**config.mk**
```make
export PLATFORM = sky130hd
export DESIGN_NAME = soa_irq_aggregator
export DESIGN_NICKNAME = d
export VERILOG_FILES = /design/src/include/soa_pkg.sv /design/src/rtl/soa_sticky.sv /design/src/rtl/soa_par_count.sv /design/src/rtl/soa_irq_aggregator.sv
export VERILOG_INCLUDE_DIRS = /design/src /design/src/include
export SDC_FILE = /design/constraint.sdc
export NUM_CORES = 1
export LEC_CHECK = 0
export CAP_MARGIN = 0
export CORE_MARGIN = 2
export CORE_UTILIZATION = 30
export DETAILED_ROUTE_END_ITERATION = 10
export DONT_BUFFER_PORTS = 1
export PLACE_DENSITY = 0.43
export RECOVER_POWER = 100
export SYNTH_ARGS = -nofsm -noshare
export SYNTH_HDL_FRONTEND = slang
export SYNTH_SLANG_ARGS = --single-unit
export TNS_END_PERCENT = 5
```
**constraint.sdc**
```tcl
create_clock -name pclk -period 2.55 [get_ports pclk]
set_input_delay 0.51 -clock pclk [delete_from_list [all_inputs] [get_ports pclk]]
set_output_delay 0.51 -clock pclk [all_outputs]
set_load 0.01 [all_outputs]
```
**src/include/soa_regs.svh**
```systemverilog
// register indices, field positions and reset values of the interrupt aggregator
// Summary of operation
// - path status bit changes set source bits; reading path status clears them
// - change in filtered three-bit remote-defect field sets a bit; reading field clears it
// - path remote-error and parity counter rollovers set bits; counter read clears
// - receive FIFO overrun sets bit while retiming enabled; retiming source read clears
// - transmit justification counter rollovers set bits; each counter read clears
// - transmit FIFO overrun sets bit; transmit source read clears it
// - transmit bus parity errors counted; third sets bit; transmit read clears both
// - global summary shows one pending bit per source register, transmit at bit 7
// - interrupt output high while any source bit and its enable are set
// - all interrupt enable bits reset to zero
// - enable registers mirror source layout; regenerator group enables at B0H-B2H
// - path, retiming and transmit source bits reset to zero, software read-only
// - protection, adaptation, path, retiming, transmit enables at B3H-B6H and E1H
// - overflow and byte-change bits have no status; counter or byte is status
`ifndef SOA_REGS_SVH
`define SOA_REGS_SVH

`define SOA_IDX_RDI_FIELD 8'h85
`define SOA_IDX_PATH_SRC 8'ha5
`define SOA_IDX_RETIME_SRC 8'ha6
`define SOA_IDX_EN_REGEN 8'hb0
`define SOA_IDX_EN_RGMUX 8'hb1
`define SOA_IDX_EN_MUX 8'hb2
`define SOA_IDX_EN_PROT 8'hb3
`define SOA_IDX_EN_ADAP 8'hb4
`define SOA_IDX_EN_PATH 8'hb5
`define SOA_IDX_EN_RETIME 8'hb6
`define SOA_IDX_PATH_STATUS 8'hc5
`define SOA_IDX_GLOBAL 8'hd1
`define SOA_IDX_XMT_SRC 8'he0
`define SOA_IDX_EN_XMT 8'he1
`define SOA_IDX_CNT_REI 8'hf0
`define SOA_IDX_CNT_B3 8'hf1
`define SOA_IDX_CNT_TXNEG 8'hf2
`define SOA_IDX_CNT_TXPOS 8'hf3

`define SOA_PATH_MISMATCH_BIT 7
`define SOA_PATH_CRC_BIT 6
`define SOA_PATH_UNEQ_BIT 5
`define SOA_PATH_LABEL_BIT 4
`define SOA_PATH_RDI_BIT 3
`define SOA_PATH_LOM_BIT 2
`define SOA_PATH_REI_BIT 1
`define SOA_PATH_B3_BIT 0
`define SOA_RDI_FIELD_LSB 1
`define SOA_XMT_NEG_BIT 3
`define SOA_XMT_POS_BIT 2
`define SOA_XMT_FIFO_BIT 1
`define SOA_XMT_PAR_BIT 0

`define SOA_ENABLE_RESET 8'h00
`define SOA_SOURCE_RESET 8'h00
`define SOA_PARITY_LIMIT 2'h3

`endif

```
**src/include/soa_pkg.sv**
```systemverilog
// types shared by the interrupt aggregator modules
package soa_pkg;

    typedef enum logic [1:0] {
        SOA_BUS_IDLE = 2'b01,
        SOA_BUS_ANSWER = 2'b10
    } soa_bus_st_t;

    typedef struct packed {
        soa_bus_st_t bus;
        logic [31:0] rdata;
        logic slverr;
        logic irq;
        logic [7:0] en_regen;
        logic [7:0] en_rgmux;
        logic [7:0] en_mux;
        logic [7:0] en_prot;
        logic [7:0] en_adap;
        logic [7:0] en_path;
        logic [7:0] en_retime;
        logic [7:0] en_xmt;
        logic [4:0] status_prev;
        logic [2:0] rdi_prev;
        logic primed;
        logic [3:0] cnt_read;
    } soa_state_t;

    typedef struct packed {
        logic [1:0] cnt;
    } soa_par_state_t;

endpackage

```
**src/rtl/soa_sticky.sv**
```systemverilog
// sticky event bits with per-bit clear, set dominating clear
`timescale 1ns/1ps
`include "soa_regs.svh"
module soa_sticky #(
    parameter int W = 8
) (
    input wire logic pclk,
    input wire logic presetn,
    input wire logic [W-1:0] set,
    input wire logic [W-1:0] clr,
    output logic [W-1:0] q
);
    typedef struct packed {
        logic [W-1:0] bits;
    } soa_sticky_state_t;

    soa_sticky_state_t st_ff;
    soa_sticky_state_t nxt_st;

    initial begin
        if (W < 1 || W > 8) begin
            $error("soa_sticky width out of range");
        end
    end

    always_comb begin
        nxt_st = st_ff;
        nxt_st.bits = (st_ff.bits & ~clr) | set;
    end

    always_ff @(posedge pclk or negedge presetn) begin
        if (!presetn) begin
            st_ff.bits <= '0;
        end else begin
            st_ff <= nxt_st;
        end
    end

    assign q = st_ff.bits;
endmodule

```
**src/rtl/soa_par_count.sv**
```systemverilog
// parity error counter on the transmit telecom bus byte
`timescale 1ns/1ps
`include "soa_regs.svh"
module soa_par_count (
    input wire logic pclk,
    input wire logic presetn,
    input wire logic [7:0] tx_telecom_bus_byte,
    input wire logic tx_bus_parity,
    input wire logic tx_bus_valid,
    input wire logic clear,
    output logic overrun_evt
);
    soa_pkg::soa_par_state_t st_ff;
    soa_pkg::soa_par_state_t nxt_st;
    logic err;

    // odd parity over byte and parity bit
    assign err = tx_bus_valid && !(^{tx_telecom_bus_byte, tx_bus_parity});
    // pulse on the error that brings the count to the limit
    assign overrun_evt = err && (st_ff.cnt == `SOA_PARITY_LIMIT - 2'h1);

    always_comb begin
        nxt_st = st_ff;
        if (clear) begin
            // an error in the clearing cycle is kept as the first of a new count
            nxt_st.cnt = err ? 2'h1 : 2'h0;
        end else if (err && st_ff.cnt != `SOA_PARITY_LIMIT) begin
            nxt_st.cnt = st_ff.cnt + 2'h1;
        end
    end

    always_ff @(posedge pclk or negedge presetn) begin
        if (!presetn) begin
            st_ff.cnt <= 2'h0;
        end else begin
            st_ff <= nxt_st;
        end
    end
endmodule

```
**src/rtl/soa_irq_aggregator.sv**
```systemverilog
// interrupt source, enable and summary registers with apb slave
//
// Added by the designer: the APB slave port.
`timescale 1ns/1ps
`include "soa_regs.svh"
module soa_irq_aggregator #(
    parameter int CNT_W = 16
) (
    input wire logic pclk,
    input wire logic presetn,
    input wire logic psel,
    input wire logic penable,
    input wire logic pwrite,
    input wire logic [11:0] paddr,
    input wire logic [31:0] pwdata,
    input wire logic [3:0] pstrb,
    output logic [31:0] prdata,
    output logic pready,
    output logic pslverr,
    output logic irq,
    input wire logic path_trace_mismatch_status,
    input wire logic path_trace_crc_status,
    input wire logic path_unequipped_status,
    input wire logic path_label_mismatch_status,
    input wire logic loss_of_multiframe_status,
    input wire logic [2:0] remote_defect_field,
    input wire logic path_remote_error_wrap,
    input wire logic path_parity_wrap,
    input wire logic receive_fifo_overrun,
    input wire logic receive_retiming_off,
    input wire logic tx_negative_justify_wrap,
    input wire logic tx_positive_justify_wrap,
    input wire logic transmit_fifo_overrun,
    input wire logic [7:0] tx_telecom_bus_byte,
    input wire logic tx_bus_parity,
    input wire logic tx_bus_valid,
    input wire logic [CNT_W-1:0] path_remote_error_counter,
    input wire logic [CNT_W-1:0] path_parity_error_counter,
    input wire logic [CNT_W-1:0] tx_negative_justify_counter,
    input wire logic [CNT_W-1:0] tx_positive_justify_counter,
    input wire logic [7:0] regen_irq_source_in,
    input wire logic [7:0] regen_mux_irq_source_in,
    input wire logic [7:0] mux_irq_source_in,
    input wire logic [7:0] protection_irq_source_in,
    input wire logic [7:0] adaptation_irq_source_in,
    output logic [3:0] counter_read
);
    soa_pkg::soa_state_t st_ff;
    soa_pkg::soa_state_t nxt_st;

    logic [7:0] path_set;
    logic [7:0] path_clr;
    logic [7:0] path_src;
    logic [0:0] retime_set;
    logic [0:0] retime_clr;
    logic [0:0] retime_src;
    logic [3:0] xmt_set;
    logic [3:0] xmt_clr;
    logic [3:0] xmt_src;
    logic parity_evt;
    logic [4:0] status_now;
    logic [4:0] status_chg;
    logic rdi_chg;
    logic capture;
    logic commit;
    logic [7:0] summary;
    logic [7:0] retime_byte;
    logic [7:0] xmt_byte;
    logic [7:0] status_byte;
    logic [7:0] rdi_byte;
    logic pending;

    initial begin
        if (CNT_W < 1 || CNT_W > 32) begin
            $error("soa_irq_aggregator CNT_W out of range");
        end
        if (`SOA_PARITY_LIMIT == 2'h0) begin
            $error("soa_irq_aggregator parity limit must be non-zero");
        end
    end

    // word-aligned hit on a register index; byte address is four times the index
    function automatic logic hit(input logic [11:0] addr, input logic [7:0] idx);
        hit = (addr[11:2] == {2'b00, idx}) && (addr[1:0] == 2'b00);
    endfunction

    function automatic logic [31:0] cnt_word(input logic [CNT_W-1:0] c);
        logic [31:0] w;
        w = '0;
        w[CNT_W-1:0] = c;
        cnt_word = w;
    endfunction

    // unmapped addresses answer with slverr and change nothing
    function automatic logic mapped(input logic [11:0] addr);
        mapped = hit(addr, `SOA_IDX_RDI_FIELD) || hit(addr, `SOA_IDX_PATH_SRC)
            || hit(addr, `SOA_IDX_RETIME_SRC) || hit(addr, `SOA_IDX_EN_REGEN)
            || hit(addr, `SOA_IDX_EN_RGMUX) || hit(addr, `SOA_IDX_EN_MUX)
            || hit(addr, `SOA_IDX_EN_PROT) || hit(addr, `SOA_IDX_EN_ADAP)
            || hit(addr, `SOA_IDX_EN_PATH) || hit(addr, `SOA_IDX_EN_RETIME)
            || hit(addr, `SOA_IDX_PATH_STATUS) || hit(addr, `SOA_IDX_GLOBAL)
            || hit(addr, `SOA_IDX_XMT_SRC) || hit(addr, `SOA_IDX_EN_XMT)
            || hit(addr, `SOA_IDX_CNT_REI) || hit(addr, `SOA_IDX_CNT_B3)
            || hit(addr, `SOA_IDX_CNT_TXNEG) || hit(addr, `SOA_IDX_CNT_TXPOS);
    endfunction

    // first access cycle latches read data and fires read side effects;
    // the following cycle answers, which keeps prdata on a flop
    assign capture = psel && penable && (st_ff.bus == soa_pkg::SOA_BUS_IDLE);
    assign commit = psel && penable && (st_ff.bus == soa_pkg::SOA_BUS_ANSWER);

    assign status_now = {path_trace_mismatch_status, path_trace_crc_status,
        path_unequipped_status, path_label_mismatch_status, loss_of_multiframe_status};
    // no change is reported on the first cycle after reset, the previous copy is unknown
    assign status_chg = st_ff.primed ? (status_now ^ st_ff.status_prev) : 5'h00;
    assign rdi_chg = st_ff.primed && (remote_defect_field != st_ff.rdi_prev);

    always_comb begin
        path_set = 8'h00;
        path_set[`SOA_PATH_MISMATCH_BIT] = status_chg[4];
        path_set[`SOA_PATH_CRC_BIT] = status_chg[3];
        path_set[`SOA_PATH_UNEQ_BIT] = status_chg[2];
        path_set[`SOA_PATH_LABEL_BIT] = status_chg[1];
        path_set[`SOA_PATH_LOM_BIT] = status_chg[0];
        path_set[`SOA_PATH_RDI_BIT] = rdi_chg;
        path_set[`SOA_PATH_REI_BIT] = path_remote_error_wrap;
        path_set[`SOA_PATH_B3_BIT] = path_parity_wrap;
    end

    // clears fire at capture, a cycle before the answer; a set there still wins
    always_comb begin
        path_clr = 8'h00;
        if (capture && !pwrite && hit(paddr, `SOA_IDX_PATH_STATUS)) begin
            path_clr[`SOA_PATH_MISMATCH_BIT] = 1'b1;
            path_clr[`SOA_PATH_CRC_BIT] = 1'b1;
            path_clr[`SOA_PATH_UNEQ_BIT] = 1'b1;
            path_clr[`SOA_PATH_LABEL_BIT] = 1'b1;
            path_clr[`SOA_PATH_LOM_BIT] = 1'b1;
        end
        path_clr[`SOA_PATH_RDI_BIT] = capture && !pwrite
            && hit(paddr, `SOA_IDX_RDI_FIELD);
        path_clr[`SOA_PATH_REI_BIT] = capture && !pwrite
            && hit(paddr, `SOA_IDX_CNT_REI);
        path_clr[`SOA_PATH_B3_BIT] = capture && !pwrite
            && hit(paddr, `SOA_IDX_CNT_B3);
    end

    // overrun is not reported while retiming is bypassed
    assign retime_set[0] = receive_fifo_overrun && !receive_retiming_off;
    assign retime_clr[0] = capture && !pwrite && hit(paddr, `SOA_IDX_RETIME_SRC);

    // parity count clears with the same read that clears its bit
    always_comb begin
        xmt_set = 4'h0;
        xmt_set[`SOA_XMT_NEG_BIT] = tx_negative_justify_wrap;
        xmt_set[`SOA_XMT_POS_BIT] = tx_positive_justify_wrap;
        xmt_set[`SOA_XMT_FIFO_BIT] = transmit_fifo_overrun;
        xmt_set[`SOA_XMT_PAR_BIT] = parity_evt;
        xmt_clr = 4'h0;
        xmt_clr[`SOA_XMT_NEG_BIT] = capture && !pwrite
            && hit(paddr, `SOA_IDX_CNT_TXNEG);
        xmt_clr[`SOA_XMT_POS_BIT] = capture && !pwrite
            && hit(paddr, `SOA_IDX_CNT_TXPOS);
        xmt_clr[`SOA_XMT_FIFO_BIT] = capture && !pwrite
            && hit(paddr, `SOA_IDX_XMT_SRC);
        xmt_clr[`SOA_XMT_PAR_BIT] = capture && !pwrite
            && hit(paddr, `SOA_IDX_XMT_SRC);
    end

    soa_sticky #(
        .W(8)
    ) u_path_src (
        .pclk(pclk),
        .presetn(presetn),
        .set(path_set),
        .clr(path_clr),
        .q(path_src)
    );

    soa_sticky #(
        .W(1)
    ) u_retime_src (
        .pclk(pclk),
        .presetn(presetn),
        .set(retime_set),
        .clr(retime_clr),
        .q(retime_src)
    );

    soa_sticky #(
        .W(4)
    ) u_xmt_src (
        .pclk(pclk),
        .presetn(presetn),
        .set(xmt_set),
        .clr(xmt_clr),
        .q(xmt_src)
    );

    soa_par_count u_par_count (
        .pclk(pclk),
        .presetn(presetn),
        .tx_telecom_bus_byte(tx_telecom_bus_byte),
        .tx_bus_parity(tx_bus_parity),
        .tx_bus_valid(tx_bus_valid),
        .clear(xmt_clr[`SOA_XMT_PAR_BIT]),
        .overrun_evt(parity_evt)
    );

    assign retime_byte = {7'h00, retime_src};
    assign xmt_byte = {4'h0, xmt_src};
    assign rdi_byte = {4'h0, remote_defect_field, 1'b0};
    // counter and byte sources have no status bit of their own
    assign status_byte = {status_now[4:1], 1'b0, status_now[0], 2'b00};

    // summary ignores enables so polling software sees every source
    assign summary = {|xmt_byte, |retime_byte, |path_src, |adaptation_irq_source_in,
        |protection_irq_source_in, |mux_irq_source_in, |regen_mux_irq_source_in,
        |regen_irq_source_in};

    assign pending = |(xmt_byte & st_ff.en_xmt) | |(retime_byte & st_ff.en_retime)
        | |(path_src & st_ff.en_path) | |(adaptation_irq_source_in & st_ff.en_adap)
        | |(protection_irq_source_in & st_ff.en_prot)
        | |(mux_irq_source_in & st_ff.en_mux)
        | |(regen_mux_irq_source_in & st_ff.en_rgmux)
        | |(regen_irq_source_in & st_ff.en_regen);

    always_comb begin
        nxt_st = st_ff;
        nxt_st.primed = 1'b1;
        nxt_st.status_prev = status_now;
        nxt_st.rdi_prev = remote_defect_field;
        // one flop of lag keeps the pin free of decode glitches
        nxt_st.irq = pending;
        // counters live outside; a one-cycle pulse tells them they were read
        nxt_st.cnt_read = 4'h0;
        // read data stays in the flop until the next access captures
        if (capture) begin
            nxt_st.bus = soa_pkg::SOA_BUS_ANSWER;
            nxt_st.slverr = !mapped(paddr);
            nxt_st.rdata = 32'h0000_0000;
            if (!pwrite) begin
                nxt_st.cnt_read = {xmt_clr[`SOA_XMT_POS_BIT], xmt_clr[`SOA_XMT_NEG_BIT],
                    path_clr[`SOA_PATH_B3_BIT], path_clr[`SOA_PATH_REI_BIT]};
                if (hit(paddr, `SOA_IDX_PATH_SRC)) begin
                    nxt_st.rdata[7:0] = path_src;
                end else if (hit(paddr, `SOA_IDX_RETIME_SRC)) begin
                    nxt_st.rdata[7:0] = retime_byte;
                end else if (hit(paddr, `SOA_IDX_XMT_SRC)) begin
                    nxt_st.rdata[7:0] = xmt_byte;
                end else if (hit(paddr, `SOA_IDX_GLOBAL)) begin
                    nxt_st.rdata[7:0] = summary;
                end else if (hit(paddr, `SOA_IDX_PATH_STATUS)) begin
                    nxt_st.rdata[7:0] = status_byte;
                end else if (hit(paddr, `SOA_IDX_RDI_FIELD)) begin
                    nxt_st.rdata[7:0] = rdi_byte;
                end else if (hit(paddr, `SOA_IDX_EN_REGEN)) begin
                    nxt_st.rdata[7:0] = st_ff.en_regen;
                end else if (hit(paddr, `SOA_IDX_EN_RGMUX)) begin
                    nxt_st.rdata[7:0] = st_ff.en_rgmux;
                end else if (hit(paddr, `SOA_IDX_EN_MUX)) begin
                    nxt_st.rdata[7:0] = st_ff.en_mux;
                end else if (hit(paddr, `SOA_IDX_EN_PROT)) begin
                    nxt_st.rdata[7:0] = st_ff.en_prot;
                end else if (hit(paddr, `SOA_IDX_EN_ADAP)) begin
                    nxt_st.rdata[7:0] = st_ff.en_adap;
                end else if (hit(paddr, `SOA_IDX_EN_PATH)) begin
                    nxt_st.rdata[7:0] = st_ff.en_path;
                end else if (hit(paddr, `SOA_IDX_EN_RETIME)) begin
                    nxt_st.rdata[7:0] = st_ff.en_retime;
                end else if (hit(paddr, `SOA_IDX_EN_XMT)) begin
                    nxt_st.rdata[7:0] = st_ff.en_xmt;
                end else if (hit(paddr, `SOA_IDX_CNT_REI)) begin
                    nxt_st.rdata = cnt_word(path_remote_error_counter);
                end else if (hit(paddr, `SOA_IDX_CNT_B3)) begin
                    nxt_st.rdata = cnt_word(path_parity_error_counter);
                end else if (hit(paddr, `SOA_IDX_CNT_TXNEG)) begin
                    nxt_st.rdata = cnt_word(tx_negative_justify_counter);
                end else if (hit(paddr, `SOA_IDX_CNT_TXPOS)) begin
                    nxt_st.rdata = cnt_word(tx_positive_justify_counter);
                end
            end
        end else if (commit) begin
            nxt_st.bus = soa_pkg::SOA_BUS_IDLE;
            nxt_st.slverr = 1'b0;
            // source registers take no writes; only enables store
            if (pwrite && pstrb[0]) begin
                if (hit(paddr, `SOA_IDX_EN_REGEN)) begin
                    nxt_st.en_regen = pwdata[7:0];
                end else if (hit(paddr, `SOA_IDX_EN_RGMUX)) begin
                    nxt_st.en_rgmux = pwdata[7:0];
                end else if (hit(paddr, `SOA_IDX_EN_MUX)) begin
                    nxt_st.en_mux = pwdata[7:0];
                end else if (hit(paddr, `SOA_IDX_EN_PROT)) begin
                    nxt_st.en_prot = pwdata[7:0];
                end else if (hit(paddr, `SOA_IDX_EN_ADAP)) begin
                    nxt_st.en_adap = pwdata[7:0];
                end else if (hit(paddr, `SOA_IDX_EN_PATH)) begin
                    nxt_st.en_path = pwdata[7:0];
                end else if (hit(paddr, `SOA_IDX_EN_RETIME)) begin
                    nxt_st.en_retime = pwdata[7:0];
                end else if (hit(paddr, `SOA_IDX_EN_XMT)) begin
                    nxt_st.en_xmt = pwdata[7:0];
                end
            end
        end else begin
            nxt_st.bus = soa_pkg::SOA_BUS_IDLE;
            nxt_st.slverr = 1'b0;
        end
    end

    // enables, bus state, read data, irq and change-detect copies; source bits live in the sticky instances
    always_ff @(posedge pclk or negedge presetn) begin
        if (!presetn) begin
            st_ff.bus <= soa_pkg::SOA_BUS_IDLE;
            st_ff.rdata <= 32'h0000_0000;
            st_ff.slverr <= 1'b0;
            st_ff.irq <= 1'b0;
            st_ff.en_regen <= `SOA_ENABLE_RESET;
            st_ff.en_rgmux <= `SOA_ENABLE_RESET;
            st_ff.en_mux <= `SOA_ENABLE_RESET;
            st_ff.en_prot <= `SOA_ENABLE_RESET;
            st_ff.en_adap <= `SOA_ENABLE_RESET;
            st_ff.en_path <= `SOA_ENABLE_RESET;
            st_ff.en_retime <= `SOA_ENABLE_RESET;
            st_ff.en_xmt <= `SOA_ENABLE_RESET;
            st_ff.status_prev <= 5'h00;
            st_ff.rdi_prev <= 3'h0;
            st_ff.primed <= 1'b0;
            st_ff.cnt_read <= 4'h0;
        end else begin
            st_ff <= nxt_st;
        end
    end

    assign prdata = st_ff.rdata;
    // pready is the answer state itself, one cycle per access
    assign pready = (st_ff.bus == soa_pkg::SOA_BUS_ANSWER);
    // slverr is only ever set together with the answer state
    assign pslverr = st_ff.slverr;
    assign irq = st_ff.irq;
    assign counter_read = st_ff.cnt_read;
endmodule

```
==> flow_summary.ini <==
[critical_path]
crit_fanout = 8
path_class = reg2reg
crit_top_cell = clkbuf_1
cp-end-kind = flip-flop
cp_slowest_stage_delay_ns = 0.54
critPathRequiredTime_ns = 2.81
cpMaxStageDelayCell = dfstp_2
crit_family = buffers and inverters
start_kind = flip-flop
path_cells = nor2b_1, nand3_1, nor2_1, clkbuf_1, nand4_1, clkbuf_1, mux2_2
critPathBufInv = 2
crit_arrival_ns = 2.49

[cts]
ctsLongestPathBuffers = 2
h-tree-depth = 3
cts-root-buf = clkbuf_16
cts_made_buffers = 9
path_clk_slew_ns = 0.09
cts_tree = done
insertion_delay_ns = 0.38
cts_resized = 0
cts_setup_buffers = 0
clkSinkCount = 112

[drt]
dr.pass1.iters = 7
drc = 0
met2_length_mm = 13.40
ant_nets = 0
drt-met1-wl_mm = 11.18
wire_per_inst_um = 28.88
num_vias = 5783
top_layer = met4
vias_per_cell = 6.049
wl_met3_mm = 2.257
drt_wl_total_mm = 27.61
dr.first_iter.drc_count = 538

[yosys]
syn_inst = 671
synth_cell_type_count = 89
synth_area_per_cell_um2 = 10.34
syn_area_um2 = 6937
yosys_warnings = 0
synth.largest_area_cell = dfrtp_1
ys_seq_area_share_pct = 40.42
synthArstFlopShare_pct = 100.0
synth_area_leaders = dfrtp_1 (40%), mux2_2 (9.3%), buf_4 (4.7%), o21ai_0 (3.2%), a22oi_1 (2.7%)
synth-edff-count = 0
synth-seq-cells = 112
synth_ff_type = dfrtp_1
synth_top_area_share_pct = 40.04

[cells_and_area]
stdcell_area_um2 = 7430
diodes = 0
final_layout_size_suffix_gt1_share_pct = 19.67
nets = 850
final_common_cell = dfrtp_1
fillers = 2325
final_cell_mix = dfrtp_1 (111), mux2_2 (57), o21ai_0 (47)
syn_to_final_growth_pct = 7.107
utilization_pct = 32.82

[grt]
overflow = 0
grt_first_pass_wirelength_mm = 40.24
grt_pass1_vias = 5953
grt_max_degree = 113
grtUsageTotal_pct = 22.67
grt_antenna_before_repair = 1

[placed_design]
place_congestion = 0.9465
place_ws_ns = 0.02927
place_hpwl_mm = 21.38
placed_area_um2 = 7204
io_buffers = 0

[power]
p_total_mw = 3.614
p_seq_share_pct = 51.2
p_clk_share_pct = 40.6
netSwitchingPower_mw = 0.9699
vdd_ir_drop_max_uv = 340.2
p_comb_share_pct = 8.2
p_leak_nw = 3.168
p_per_area_nw_per_um2 = 486.5
swShare_pct = 26.83
p_int_mw = 2.645

[timing]
fin_crit_ns = 2.230
relSlewSlack_pct = 49.37
finClkSkew_ns = 0.02222
final_max_slew_viol_count = 0
final.setup.tns_ns = 0
hold_ws_ns = -0.1671
finalCritPeriodShare_pct = 87.44
finalHoldViolations = 112
setup_ws_ns = 0.3202
timing.fmax_mhz = 448.5
rsz0062_at_grt = no
setup_viol_count_final = 0
worst_pin_slew_ns = 0.7594

[flow_run]
maxCapViolCount = 0

[floorplanning]
initial_core_util_pct = 30.64
core-area_um2 = 22640
fp.dieH_um = 156.1
ios = 221
rows = 55
dieArea_um2 = 24350
die_w_um = 156.1

[run_status]
violations = negative hold slack
outcome = finished, violations left

[hold_path]
hold_path.class = in2async
## final timing paths
check / start / endpoint / slack (ns) / cells after the start
setup / recovery: st_ff[111] / st_ff[72] / 0.32 / 7
hold / removal: presetn / u_path_src.q[2] / -0.17 / 0
setup reg to reg: st_ff[111] / st_ff[72] / 0.32 / 7
hold reg to reg: st_ff[28] / st_ff[28] / 0.49 / 1
max in group asynchronous: presetn / st_ff[111] / 2.53 / 0
min in group pclk: path_trace_crc_status / st_ff[11] / 0.16 / 0
## through the flow
stage	instances	hold slack, ns
after global placement	940	0.2173
after global routing	956	-0.1855
after CTS	956	-0.1845
after detailed placement	940	0.2177
final	956	-0.1671
after floorplan	686	0.2144
## cell families (layout without fill, tap and decap cells)
| group | Yosys count | count (layout) | synth area share [%] |
|---|---|---|---|
| other | 2 | 17 | 0.1083 |
| adder cells (fa/ha/maj) | 2 | 2 | 0.3607 |
| XOR/XNOR | 15 | 15 | 2.092 |
| multiplexers | 71 | 71 | 12.41 |
| buffers and inverters | 78 | 63 | 6.890 |
| AND/OR/NAND/NOR | 190 | 190 | 16.96 |
| AO/OA/AOI/OAI | 201 | 201 | 20.76 |
| flip-flops | 112 | 112 | 40.42 |
## flip-flops by register name, summed over array words and instances (netlist names)
| register | cells |
|---|---|
| u_path_src.q | 8 |
| irq | 1 |
| counter_read | 4 |
| prdata | 16 |
| u_par_count.st_ff | 2 |
| u_xmt_src.q | 4 |
| u_retime_src.q | 1 |
| st_ff | 75 |
| pslverr | 1 |
## layout make-up
| cell class | instances | area [um^2] | share of cell area (%) |
|---|---|---|---|
| multi-input cells | 496 | 3660 | 49.26 |
| flip-flops and latches | 112 | 2804 | 37.74 |
| well taps | 285 | 356.6 | 4.800 |
| repair buffers | 35 | 269.0 | 3.621 |
| clock buffers | 9 | 225.2 | 3.031 |
| clock inverters | 7 | 70.07 | 0.9431 |
| inverters | 12 | 45.04 | 0.6063 |
## power by group through the flow
stage	Sequential, mW	Combinational, mW	Clock (mW)
after global routing	1.85	0.329	1.57
after floorplan	1.87	0.276	0
after global placement	1.88	0.288	0
final	1.85	0.298	1.47
after CTS	1.85	0.300	1.50
after detailed placement	1.88	0.299	0
## cell usage after synthesis, drive strengths merged (4+ instances only)
cell	instances
nand4	11
a22o	13
inv	12
nor4	16
nand3	20
a21oi	21
xor2	7
o22ai	7
a21o	8
xnor2	7
a31oi	5
clkbuf	9
o2bb2ai	7
a22oi	25
nor2	37
or4	6
o21ai	48
a222oi	11
nand2b	4
a21boi	8
a211oi	4
buf	57
nand2	45
nor3	23
nor4b	4
mux2	66
a221oi	8
dfrtp	111
o211ai	6
## metal layers
metal  GRT usage (%)  vias to the layer above
met3           6.389                       44
met5               0                        -
met2           37.86                      290
li1                -                     2536
met1           28.32                     2913
met4           7.339                        0
Note: power is estimated with default switching activity, not from simulation.
